### src/logic/ars_pkg.sv
package ars_pkg;

   // Register byte offsets on the APB slave.
   localparam logic [7:0] AMP_CTRL_OFS = 8'h00;   // Amplifier and reference control.
   localparam logic [7:0] BG_CTRL_OFS  = 8'h04;   // Bandgap enable control.
   localparam logic [7:0] INSEL_OFS    = 8'h08;   // Input signal and channel select.
   localparam logic [7:0] PIN_AN_OFS   = 8'h0C;   // Pin function: analog input per pin.
   localparam logic [7:0] PIN_PU_OFS   = 8'h10;   // Programmed pull-high per pin.
   localparam logic [7:0] PIN_DIR_OFS  = 8'h14;   // Port direction, one means output.
   localparam logic [7:0] STATUS_OFS   = 8'h18;   // Read-only routing status.

   // Field positions in the amplifier control register.
   localparam int AMP_EN_BIT  = 7;
   localparam int AMP_SRC_BIT = 4;
   localparam int REF_SEL_LSB = 2;
   localparam int GAIN_LSB    = 0;

   // Field positions in the bandgap and input select registers.
   localparam int BG_EN_BIT   = 0;
   localparam int INSEL_LSB   = 4;
   localparam int CHSEL_LSB   = 0;

   // Reset values and writable masks.
   localparam logic [7:0]  AMP_CTRL_RST  = 8'h00;
   localparam logic [7:0]  AMP_CTRL_MASK = 8'h9F;
   localparam logic [7:0]  BG_CTRL_RST   = 8'h00;
   localparam logic [7:0]  BG_CTRL_MASK  = 8'h01;
   localparam logic [7:0]  INSEL_RST     = 8'h00;
   localparam logic [15:0] PIN_RST       = 16'h0000;
   localparam logic [31:0] RDATA_RST     = 32'h0000_0000;

   // Reference select codes; any code with the top bit set picks the amplifier.
   localparam logic [1:0] REF_SUPPLY = 2'h0;
   localparam logic [1:0] REF_PIN    = 2'h1;

   // Channel select code that names no pin inside the implemented range.
   localparam logic [3:0] CH_RESERVED = 4'h2;

   // One-hot positions of the internal signal bus.
   localparam int INT_SUPPLY  = 0;
   localparam int INT_SUP_2   = 1;
   localparam int INT_SUP_4   = 2;
   localparam int INT_AMP     = 3;
   localparam int INT_AMP_2   = 4;
   localparam int INT_AMP_4   = 5;
   localparam int INT_GROUND  = 6;
   localparam int INT_W       = 7;

endpackage

### src/logic/ars_sel_if.sv
`timescale 1ns/1ps
// Carries the converter input selection to the decoder and its result back.
interface ars_sel_if #(parameter int NCH = 9);
   logic [3:0]     input_signal_select;   // Input signal select field.
   logic [3:0]     channel_select;        // External channel select field.
   logic [NCH-1:0] ext_conn;              // One-hot external channel switch.
   logic [6:0]     int_sel;               // One-hot internal signal switch.

   modport ctrl (output input_signal_select, output channel_select,
                 input ext_conn, input int_sel);
   modport dec  (input input_signal_select, input channel_select,
                 output ext_conn, output int_sel);
endinterface

### src/logic/ars_input_decode.sv
`timescale 1ns/1ps
// Turns the input signal and channel select fields into analog switch enables.
module ars_input_decode
   import ars_pkg::*;
(
   ars_sel_if.dec sel
);

   localparam int NCH = $bits(sel.ext_conn);

   // Decode is purely combinational; the owner registers the result.
   always_comb
   begin
      logic ext_mode;
      ext_mode     = 1'b0;
      sel.int_sel  = '0;
      sel.ext_conn = '0;
      // External path for 0000, 0100 and 11xx; all else is internal.
      ext_mode = (sel.input_signal_select == 4'h0) || (sel.input_signal_select == 4'h4)
                 || (sel.input_signal_select[3:2] == 2'b11);
      case (sel.input_signal_select)
         4'h1:    sel.int_sel[INT_SUPPLY] = 1'b1;
         4'h2:    sel.int_sel[INT_SUP_2]  = 1'b1;
         4'h3:    sel.int_sel[INT_SUP_4]  = 1'b1;
         4'h5:    sel.int_sel[INT_AMP]    = 1'b1;
         4'h6:    sel.int_sel[INT_AMP_2]  = 1'b1;
         4'h7:    sel.int_sel[INT_AMP_4]  = 1'b1;
         4'h8, 4'h9, 4'hA, 4'hB:
                  sel.int_sel[INT_GROUND] = 1'b1;
         default: sel.int_sel = '0;
      endcase
      // Internal selection keeps every pin switch open, whatever the channel.
      if (ext_mode)
      begin
         for (int i = 0; i < NCH; i++)
         begin
            // Reserved and out-of-range codes leave the input floating.
            if ((4'(i) == sel.channel_select) && (sel.channel_select != CH_RESERVED))
            begin
               sel.ext_conn[i] = 1'b1;
            end
         end
      end
   end

endmodule

### src/logic/ars_top.sv
`timescale 1ns/1ps
module ars_top
   import ars_pkg::*;
#(
   parameter int NPIN = 11,   // Nine channel pins plus the two reference pins.
   parameter int NCH  = 9     // Implemented external channel switches.
)
(
   input  logic            pclk,
   input  logic            presetn,
   input  logic            psel,
   input  logic            penable,
   input  logic            pwrite,
   input  logic [7:0]      paddr,
   input  logic [31:0]     pwdata,
   input  logic [3:0]      pstrb,
   output logic [31:0]     prdata,
   output logic            pready,
   output logic            pslverr,
   output logic            amp_enable,
   output logic            amp_ref_pin_connect,
   output logic            bandgap_voltage_to_amp,
   output logic [1:0]      amp_gain_select,
   output logic            ref_from_supply,
   output logic            ref_pin_connect,
   output logic            ref_from_amp_output,
   output logic            bandgap_enable,
   output logic [NCH-1:0]  ext_channel_connect,
   output logic [6:0]      internal_signal_sel,
   output logic [NPIN-1:0] pin_analog_en,
   output logic [NPIN-1:0] pin_digital_en,
   output logic [NPIN-1:0] pin_pullup_en,
   output logic [NPIN-1:0] pin_drive_en
);

   // Software-visible storage.
   logic [7:0]      amp_ctrl_reg;    // Amplifier and reference control.
   logic [7:0]      amp_ctrl_next;
   logic [7:0]      bg_ctrl_reg;     // Bandgap control.
   logic [7:0]      bg_ctrl_next;
   logic [7:0]      insel_reg;       // Input signal and channel select.
   logic [7:0]      insel_next;
   logic [NPIN-1:0] pin_an_reg;      // Analog function per pin.
   logic [NPIN-1:0] pin_an_next;
   logic [NPIN-1:0] pin_pu_reg;      // Programmed pull-high per pin.
   logic [NPIN-1:0] pin_pu_next;
   logic [NPIN-1:0] pin_dir_reg;     // Port direction, one drives the pin.
   logic [NPIN-1:0] pin_dir_next;
   logic [31:0]     prdata_reg;      // Read data, loaded in the setup phase.
   logic [31:0]     prdata_next;

   // Registered analog control outputs.
   logic            amp_en_reg;
   logic            amp_en_next;
   logic            amp_pin_reg;
   logic            amp_pin_next;
   logic            amp_bg_reg;
   logic            amp_bg_next;
   logic [1:0]      gain_reg;
   logic [1:0]      gain_next;
   logic            ref_sup_reg;
   logic            ref_sup_next;
   logic            ref_pin_reg;
   logic            ref_pin_next;
   logic            ref_amp_reg;
   logic            ref_amp_next;
   logic            bg_en_reg;
   logic            bg_en_next;
   logic [NCH-1:0]  ext_reg;
   logic [NCH-1:0]  ext_next;
   logic [6:0]      int_reg;
   logic [6:0]      int_next;
   logic [NPIN-1:0] an_out_reg;
   logic [NPIN-1:0] an_out_next;
   logic [NPIN-1:0] pu_out_reg;
   logic [NPIN-1:0] pu_out_next;
   logic [NPIN-1:0] drv_out_reg;
   logic [NPIN-1:0] drv_out_next;

   // Bus decode helpers.
   logic            setup_ph;        // First cycle of a transfer.
   logic            access_wr;       // Completing write, pready is always high.
   logic            addr_hit;        // Address names a register.
   logic [31:0]     byte_mask;       // Byte lanes enabled by pstrb.

   // Link to the input decoder.
   ars_sel_if #(.NCH(NCH)) sel ();

   ars_input_decode u_dec (
      .sel (sel)
   );

   assign sel.input_signal_select = insel_reg[INSEL_LSB +: 4];
   assign sel.channel_select      = insel_reg[CHSEL_LSB +: 4];

   // The slave never inserts wait states, so every access is one setup and one access cycle.
   assign setup_ph  = psel && !penable;
   assign access_wr = psel && penable && pwrite;
   assign addr_hit  = (paddr == AMP_CTRL_OFS) || (paddr == BG_CTRL_OFS)
                      || (paddr == INSEL_OFS) || (paddr == PIN_AN_OFS)
                      || (paddr == PIN_PU_OFS) || (paddr == PIN_DIR_OFS)
                      || (paddr == STATUS_OFS);
   assign byte_mask = {{8{pstrb[3]}}, {8{pstrb[2]}}, {8{pstrb[1]}}, {8{pstrb[0]}}};
   assign pready    = 1'b1;
   assign pslverr   = psel && penable && !addr_hit;
   assign prdata    = prdata_reg;

   // Register writes land at the access edge; unused bits are never stored.
   always_comb
   begin
      logic [31:0] wd;
      wd            = pwdata & byte_mask;
      amp_ctrl_next = amp_ctrl_reg;
      bg_ctrl_next  = bg_ctrl_reg;
      insel_next    = insel_reg;
      pin_an_next   = pin_an_reg;
      pin_pu_next   = pin_pu_reg;
      pin_dir_next  = pin_dir_reg;
      if (access_wr)
      begin
         case (paddr)
            AMP_CTRL_OFS:
               amp_ctrl_next = ((wd[7:0] | (amp_ctrl_reg & ~byte_mask[7:0]))) & AMP_CTRL_MASK;
            BG_CTRL_OFS:
               bg_ctrl_next  = ((wd[7:0] | (bg_ctrl_reg & ~byte_mask[7:0]))) & BG_CTRL_MASK;
            INSEL_OFS:
               insel_next    = wd[7:0] | (insel_reg & ~byte_mask[7:0]);
            PIN_AN_OFS:
               pin_an_next   = wd[NPIN-1:0] | (pin_an_reg & ~byte_mask[NPIN-1:0]);
            PIN_PU_OFS:
               pin_pu_next   = wd[NPIN-1:0] | (pin_pu_reg & ~byte_mask[NPIN-1:0]);
            PIN_DIR_OFS:
               pin_dir_next  = wd[NPIN-1:0] | (pin_dir_reg & ~byte_mask[NPIN-1:0]);
            default:
               amp_ctrl_next = amp_ctrl_reg;
         endcase
      end
   end

   // Read data is staged in the setup cycle so it is a flop output in the access cycle.
   always_comb
   begin
      prdata_next = prdata_reg;
      if (setup_ph && !pwrite)
      begin
         prdata_next = RDATA_RST;
         case (paddr)
            AMP_CTRL_OFS: prdata_next[7:0]      = amp_ctrl_reg;
            BG_CTRL_OFS:  prdata_next[7:0]      = bg_ctrl_reg;
            INSEL_OFS:    prdata_next[7:0]      = insel_reg;
            PIN_AN_OFS:   prdata_next[NPIN-1:0] = pin_an_reg;
            PIN_PU_OFS:   prdata_next[NPIN-1:0] = pin_pu_reg;
            PIN_DIR_OFS:  prdata_next[NPIN-1:0] = pin_dir_reg;
            STATUS_OFS:   prdata_next[NCH+6:0]  = {int_reg, ext_reg};
            default:      prdata_next           = RDATA_RST;
         endcase
      end
   end

   // Register group: storage and read data.
   always_ff @(posedge pclk or negedge presetn)
   begin
      if (!presetn)
      begin
         amp_ctrl_reg <= AMP_CTRL_RST;
         bg_ctrl_reg  <= BG_CTRL_RST;
         insel_reg    <= INSEL_RST;
         pin_an_reg   <= PIN_RST[NPIN-1:0];
         pin_pu_reg   <= PIN_RST[NPIN-1:0];
         pin_dir_reg  <= PIN_RST[NPIN-1:0];
         prdata_reg   <= RDATA_RST;
      end
      else
      begin
         amp_ctrl_reg <= amp_ctrl_next;
         bg_ctrl_reg  <= bg_ctrl_next;
         insel_reg    <= insel_next;
         pin_an_reg   <= pin_an_next;
         pin_pu_reg   <= pin_pu_next;
         pin_dir_reg  <= pin_dir_next;
         prdata_reg   <= prdata_next;
      end
   end

   // Analog switch controls, registered so the pads see glitch-free levels.
   always_comb
   begin
      amp_en_next  = amp_ctrl_reg[AMP_EN_BIT];
      amp_bg_next  = amp_ctrl_reg[AMP_SRC_BIT];
      amp_pin_next = !amp_ctrl_reg[AMP_SRC_BIT];
      gain_next    = amp_ctrl_reg[GAIN_LSB +: 2];
      ref_sup_next = (amp_ctrl_reg[REF_SEL_LSB +: 2] == REF_SUPPLY);
      ref_pin_next = (amp_ctrl_reg[REF_SEL_LSB +: 2] == REF_PIN);
      ref_amp_next = amp_ctrl_reg[REF_SEL_LSB + 1];
      bg_en_next   = bg_ctrl_reg[BG_EN_BIT];
      ext_next     = sel.ext_conn;
      int_next     = sel.int_sel;
      an_out_next  = pin_an_reg;
      pu_out_next  = pin_pu_reg & ~pin_an_reg;
      // Analog use wins over the port direction, so no prior input setup is needed.
      drv_out_next = pin_dir_reg & ~pin_an_reg;
   end

   // Output group: one cycle behind the storage.
   always_ff @(posedge pclk or negedge presetn)
   begin
      if (!presetn)
      begin
         amp_en_reg  <= 1'b0;
         amp_pin_reg <= 1'b1;
         amp_bg_reg  <= 1'b0;
         gain_reg    <= 2'h0;
         ref_sup_reg <= 1'b1;
         ref_pin_reg <= 1'b0;
         ref_amp_reg <= 1'b0;
         bg_en_reg   <= 1'b0;
         ext_reg     <= '0;
         int_reg     <= '0;
         an_out_reg  <= '0;
         pu_out_reg  <= '0;
         drv_out_reg <= '0;
      end
      else
      begin
         amp_en_reg  <= amp_en_next;
         amp_pin_reg <= amp_pin_next;
         amp_bg_reg  <= amp_bg_next;
         gain_reg    <= gain_next;
         ref_sup_reg <= ref_sup_next;
         ref_pin_reg <= ref_pin_next;
         ref_amp_reg <= ref_amp_next;
         bg_en_reg   <= bg_en_next;
         ext_reg     <= ext_next;
         int_reg     <= int_next;
         an_out_reg  <= an_out_next;
         pu_out_reg  <= pu_out_next;
         drv_out_reg <= drv_out_next;
      end
   end

   assign amp_enable             = amp_en_reg;
   assign amp_ref_pin_connect    = amp_pin_reg;
   assign bandgap_voltage_to_amp = amp_bg_reg;
   assign amp_gain_select        = gain_reg;
   assign ref_from_supply        = ref_sup_reg;
   assign ref_pin_connect        = ref_pin_reg;
   assign ref_from_amp_output    = ref_amp_reg;
   assign bandgap_enable         = bg_en_reg;
   assign ext_channel_connect    = ext_reg;
   assign internal_signal_sel    = int_reg;
   assign pin_analog_en          = an_out_reg;
   // Digital paths are cut on any analog pin.
   assign pin_digital_en         = ~an_out_reg;
   assign pin_pullup_en          = pu_out_reg;
   assign pin_drive_en           = drv_out_reg;
endmodule

### config.mk
export PLATFORM = sky130hd
export DESIGN_NAME = ars_top
export DESIGN_NICKNAME = d
export VERILOG_FILES = /design/src/logic/ars_pkg.sv /design/src/logic/ars_sel_if.sv /design/src/logic/ars_input_decode.sv /design/src/logic/ars_top.sv
export SDC_FILE = /design/constraint.sdc
export NUM_CORES = 1
export LEC_CHECK = 0
export BUFFER_PORTS_ARGS = -buffer_cell sky130_fd_sc_hd__buf_4
export CAP_MARGIN = 20
export CELL_PAD_IN_SITES_DETAIL_PLACEMENT = 0
export CELL_PAD_IN_SITES_GLOBAL_PLACEMENT = 1
export CORE_MARGIN = 3
export CORE_UTILIZATION = 35
export CTS_CLUSTER_SIZE = 24
export DETAILED_ROUTE_END_ITERATION = 10
export PLACE_DENSITY = 0.74
export SYNTH_ARGS = -nofsm -noshare
export SYNTH_HDL_FRONTEND = slang
export SYNTH_HIERARCHICAL = 1
export SYNTH_SLANG_ARGS = --single-unit
export TNS_END_PERCENT = 5
### constraint.sdc
create_clock -name pclk -period 3.49 [get_ports pclk]
set_clock_uncertainty 0.05 [all_clocks]
set_input_delay 0.349 -clock pclk [delete_from_list [all_inputs] [get_ports pclk]]
set_output_delay 0.349 -clock pclk [all_outputs]
set_load 0.03 [all_outputs]
* Word-level counts from Yosys, hierarchy flattened
Index checks and enable logic that the tools add are counted.
Widths: inputs -> output; s select.
** Storage, ports and cells
- Flip-flop bits (word level) :: 122
- Latch bits :: 0
- Memory bits (writable) :: 0
- ROM bits :: 0
- Memories :: 0
** Operators by class
- Add/sub/neg operators :: 0
- Multipliers :: 0
- Div/mod/pow operators :: 0
- Order comparisons :: 0
- Equality and inequality tests :: 28
- Shift-type cells :: 0
- Muxes and demuxes :: 20
- Bitwise gates (word level) :: 19
- Reductions and logical operators :: 37
** Operators with widths (number)
- $and 11x11->11 :: 6
- $pmux 8 s7 :: 1
- $not 11->11 :: 3
- $or 11x11->11 :: 3
- $eq 8x5->1 const B :: 3
- $and 8x8->8 :: 2
- $eq 3x4->1 const A :: 4
- $eq 4x3->1 const B :: 4
- $eq 4x4->1 const B :: 4
- $eq 8x4->1 const B :: 2
- $mux 1 :: 16
- $or 8x8->8 :: 2
- $logic_and 1x1->1 :: 14
- $pmux 3 s4 :: 1
- $reduce_and 2->1 :: 6
- $mux 9 :: 1
- $eq 2x4->1 const A :: 2
- $eq 4x2->1 const B :: 2
- $eq 8x3->1 const B :: 1
- $logic_not 4->1 :: 2
- $logic_not 8->1 :: 1
- $logic_or 1x1->1 :: 8
- $not 8->8 :: 1
- $mux 5 :: 1
- 11 further kinds :: 14

* Logic depth before layout (Yosys ltp)
- Word-level depth :: 9
- Gate-level depth with buffers :: 7
- Gate-level depth less buffers :: 5

* Modules after synthesis
Netlist, hierarchy kept.
** By module, submodules not included
- ars_top :: instances 1, cells each 363, area each 4875.9 sq um
- ars_input_decode :: instances 1, cells each 30, area each 221.5 sq um

* Worst setup path before layout
No wires, ideal clock.
- Path type :: input -> output
- Start point :: in paddr[4]
- End point :: out pslverr
- Arrival :: 1.586 ns
- Required time :: 3.091 ns
- Slack :: 1.505 ns
- Stages :: 4
- Buffers on the path :: 2
- Cells stage by stage :: buf_2 > buf_1 > nand3_1 > a21oi_1
** Between the ends
- Cells in the longest elaborated chain, start to end :: 9
- Elaborated cells between the ends (all ways) :: 15
- Those cells by class :: eq/ne (6); reduce/logical (9)
** RTL lines
- start, declared :: line ars_top.sv:14 : input logic [7:0] paddr,
- $eq 8x3->1 or $logic_not 8->1 (tied branches) :: line ars_top.sv:99 : assign addr_hit = (paddr == AMP_CTRL_OFS) || (paddr == BG_CTRL_OFS)
- $logic_or 1x1->1 :: line ars_top.sv:99
- $logic_or 1x1->1 (2 in a row) :: line ars_top.sv:100 : || (paddr == INSEL_OFS) || (paddr == PIN_AN_OFS)
- $logic_or 1x1->1 (2 in a row) :: line ars_top.sv:101 : || (paddr == PIN_PU_OFS) || (paddr == PIN_DIR_OFS)
- $logic_or 1x1->1 (*) :: line ars_top.sv:102 : || (paddr == STATUS_OFS);
- $logic_not 1->1 (*) :: line ars_top.sv:105 : assign pslverr = psel && penable && !addr_hit;
- $logic_and 1x1->1 (*) :: line ars_top.sv:105
- end, declared :: line ars_top.sv:19 : output logic pslverr,
Mark *: on every way between the ends. The rest lies on a longest branch, timed or not.

==> flow_summary_export.csv <==
group,metric,value,unit
sta,max_slew.worst_pin.slew,1020,ps
logic_synthesis,ys_async_sr_fraction,100,%
cells_and_area,final_util,47.2,%
logic_synthesis,synthesis.area,0.00510,sq mm
placed_design,gp_congestion,0.845,
sta,final_report_max_slew_violation_count,0,
route,final_routed_wire_length_divided_by_cell_count,18.0,um
clocking,cts_post_setup_buffers_inserted,0,
die,fp.dieW,127,um
run,maxCapViolCount,0,
clocking,cts_made_buffers,17,
cells_and_area,flow.area_growth_from_synthesis,30.0,%
die,io_pins,152,
sta,period_minus_slack,2150,ps
global_route,grt.met3_usage,4.55,%
sta,timing.max_slew.rel_slack,31.7,%
logic_synthesis,synth.lib_cells_used.distinct,49,
sta,setup-violations-final,0,
placed_design,placement.cell_area,0.00602,sq mm
route,firstDrtPassIters,5,
critical_path,timing.critical_path.from_type,"input port",
cells_and_area,layout.cells.most_common,"sky130_fd_sc_hd__dfrtp_1",
route,dr_drc_count,0,
clocking,cts_tree,"yes",
cells_and_area,final_area,0.00663,sq mm
clocking,clock_tree.root_cell,"sky130_fd_sc_hd__clkbuf_16",
logic_synthesis,yosys_warnings,6,
clocking,cts_max_level,4,
sta,fin_tns_setup,0,ps
global_route,grt_busiest_layer,"met2",
cells_and_area,most-common-layout-cells,"sky130_fd_sc_hd__dfrtp_1 (120), sky130_fd_sc_hd__buf_4 (112), sky130_fd_sc_hd__mux2_2 (41)",
sta,fmaxAchievable,0.466,GHz
global_route,use_met1,20.7,%
cells_and_area,final.fill_count,1275,
logic_synthesis,synth_sequential_area_ratio,59.9,%
clocking,clock_sink_count,122,
clocking,worst_setup_hold_path_clk_slew,50,ps
critical_path,endpoint_kind,"flop",
logic_synthesis,dominant_combinational_cell_family_by_area_after_synthesis,"multiplexers",
clocking,worst_skew_pair.late_latency,410,ps
clocking,maximum_buffer_depth_of_the_clock_tree,2,
logic_synthesis,synth-simple-area-share,13.6,%
critical_path,timing.critical_path.fanout_max,8,
placed_design,numPortBuffers,111,
clocking,ctsResizeCount,0,
die,fp.coreArea,0.0140,sq mm
critical_path,worstPathRequired,3730,ps
logic_synthesis,synth_compound_area_share,7.00,%
global_route,globalRouteTotalUtil,16.4,%
die,die-height,127,um
sta,rsz0062_at_grt,"false",
placed_design,place_worst_setup_slack,1000,ps
cells_and_area,final_net_count,557,
critical_path,critical_path_arrival,2390,ps
worst_hold_path,min_delay_path_depth,2,
worst_hold_path,hold_crit_class,"in2reg",
die,die-area,0.0160,sq mm
cells_and_area,drive_gt1_share,39.6,%
global_route,first_pass_grt_wire_length,20.0,mm
global_route,grt_start_max_net_pins,68,
logic_synthesis,syn_avg_cell_area,13.0,sq um
pwr,vdd_ir_drop_max,0.000231,V
cells_and_area,antennaDiodeCount,0,
logic_synthesis,post_synth_mux_area_share,13.8,%
logic_synthesis,post_synth_edffs,0,
global_route,grtUsageMet2,26.3,%
die,rows,43,
pwr,power_density,507,mW/mm^2
die,initial_core_util,36.3,%
sta,period_share,61.5,%
outcome,run_status,"finished, final reports clean",
route,drt-vias-per-instance,4.98,
placed_design,dpl.hpwl,8.97,mm
logic_synthesis,post_synth_inst_count,393,
pwr,leakagePower,3.34,nW
critical_path,reg2reg_depth,4,
critical_path,type_of_the_worst_setup_path,"in2reg",
logic_synthesis,postSynthRegisterBits,122,
global_route,number_of_global_route_vias_before_repair,3595,
sta,post_route_setup_slack,1340,ps
route,detail-route-antenna-nets,0,
route,drtIter0Drc,267,
logic_synthesis,post_synth_fa_ha_maj_area_fraction,0,%
global_route,globalRouteOverflowTotal,0,
route,routed_wirelength,12.6,mm
route,via_count,3484,
global_route,antenna_violations_before_repair,0,
sta,timing.final.hold_violations,0,
logic_synthesis,synth_xor_area_share,0.172,%
logic_synthesis,synth-main-ff-cell,"sky130_fd_sc_hd__dfrtp_1",
==> cell families after synthesis <==
| kind of cell | count (synthesis) |
|---|---|
| AO/OA/AOI/OAI | 52 |
| other | 3 |
| flip-flops | 122 |
| AND/OR/NAND/NOR | 108 |
| buffers and inverters | 46 |
| multiplexers | 61 |
| XOR/XNOR | 1 |
==> cell usage after synthesis, types with 4 or more instances <==
master / number / area, sq um
sky130_fd_sc_hd__nand3_1: 4 / 20.0
sky130_fd_sc_hd__nor2b_1: 26 / 163
sky130_fd_sc_hd__buf_2: 7 / 35.0
sky130_fd_sc_hd__o21ai_0: 9 / 45.0
sky130_fd_sc_hd__a22o_1: 7 / 61.3
sky130_fd_sc_hd__nor2_1: 12 / 45.0
sky130_fd_sc_hd__buf_4: 19 / 143
sky130_fd_sc_hd__mux2_2: 41 / 462
sky130_fd_sc_hd__a21oi_1: 11 / 55.1
sky130_fd_sc_hd__nor3_4: 4 / 65.1
sky130_fd_sc_hd__nand2b_1: 6 / 37.5
sky130_fd_sc_hd__clkbuf_1: 4 / 15.0
sky130_fd_sc_hd__mux2_4: 8 / 120
sky130_fd_sc_hd__nand2_1: 20 / 75.1
sky130_fd_sc_hd__a22oi_1: 5 / 37.5
sky130_fd_sc_hd__inv_1: 13 / 48.8
sky130_fd_sc_hd__mux2i_1: 12 / 120
sky130_fd_sc_hd__nor4_1: 5 / 31.3
sky130_fd_sc_hd__a31oi_1: 4 / 25.0
sky130_fd_sc_hd__dfrtp_1: 120 / 3000
sky130_fd_sc_hd__nor3_1: 10 / 50.1
==> stage by stage <==
stage	power, mW	cells	hold WS [ps]
2_1_floorplan	1.56	408	3.41
3_3_place_gp	1.63	668	341
3_5_place_dp	1.64	668	345
4_1_cts	3.40	700	122
5_1_grt	3.49	700	125
6_report	3.36	700	133
==> final cells by class <==
class	count	area [sq um]	area share, %
clock buffers	23	478	7.21
clock inverters	8	118	1.77
inverters	13	48.8	0.736
multi-input cells	240	1830	27.6
flip-flops and latches	122	3060	46.1
well taps	180	225	3.40
repair buffers	114	871	13.1
==> what timing repair did <==
| item | in CTS | in global routing |
|---|---|---|
| hold buffers | 1 | 0 |
| setup endpoints to repair | 0 | 0 |
| endpoints found under the hold margin | 55 | 0 |
==> power by group <==
group	switching [mW]	total, mW	internal, mW
registers	0.00823	1.44	1.43
logic	0.126	0.177	0.0510
clock network	0.575	1.74	1.17
total	0.710	3.36	2.65
==> layer usage <==
| metal | vias up | wire length, um | share of wire (%) |
|---|---|---|---|
| li1 | 1581 | - | - |
| met1 | 1755 | 5170 | 41 |
| met2 | 127 | 6350 | 50 |
| met3 | 21 | 794 | 6.3 |
| met4 | 0 | 278 | 2.2 |
| met5 | - | 0 | 0 |
==> worst max-delay path, cell delays in order <==
cell,delay [ps]
sky130_fd_sc_hd__buf_4,110
sky130_fd_sc_hd__nor3_1,550
sky130_fd_sc_hd__nand2_1,310
sky130_fd_sc_hd__nor3_4,650
sky130_fd_sc_hd__mux2_2,410
==> final timing paths <==
check	start	end	slack, ps
worst max-delay path	paddr[5]	flop	1340
worst min-delay path	pwdata[8]	flop	130
worst max register to register	flop	prdata[7]	2020
worst min register to register	flop	amp_gain_select[0]	370
max in group asynchronous	presetn	amp_ref_pin_connect	2060
min in group asynchronous	presetn	pin_analog_en[9]	480
Power figures use the tool's default switching activity.
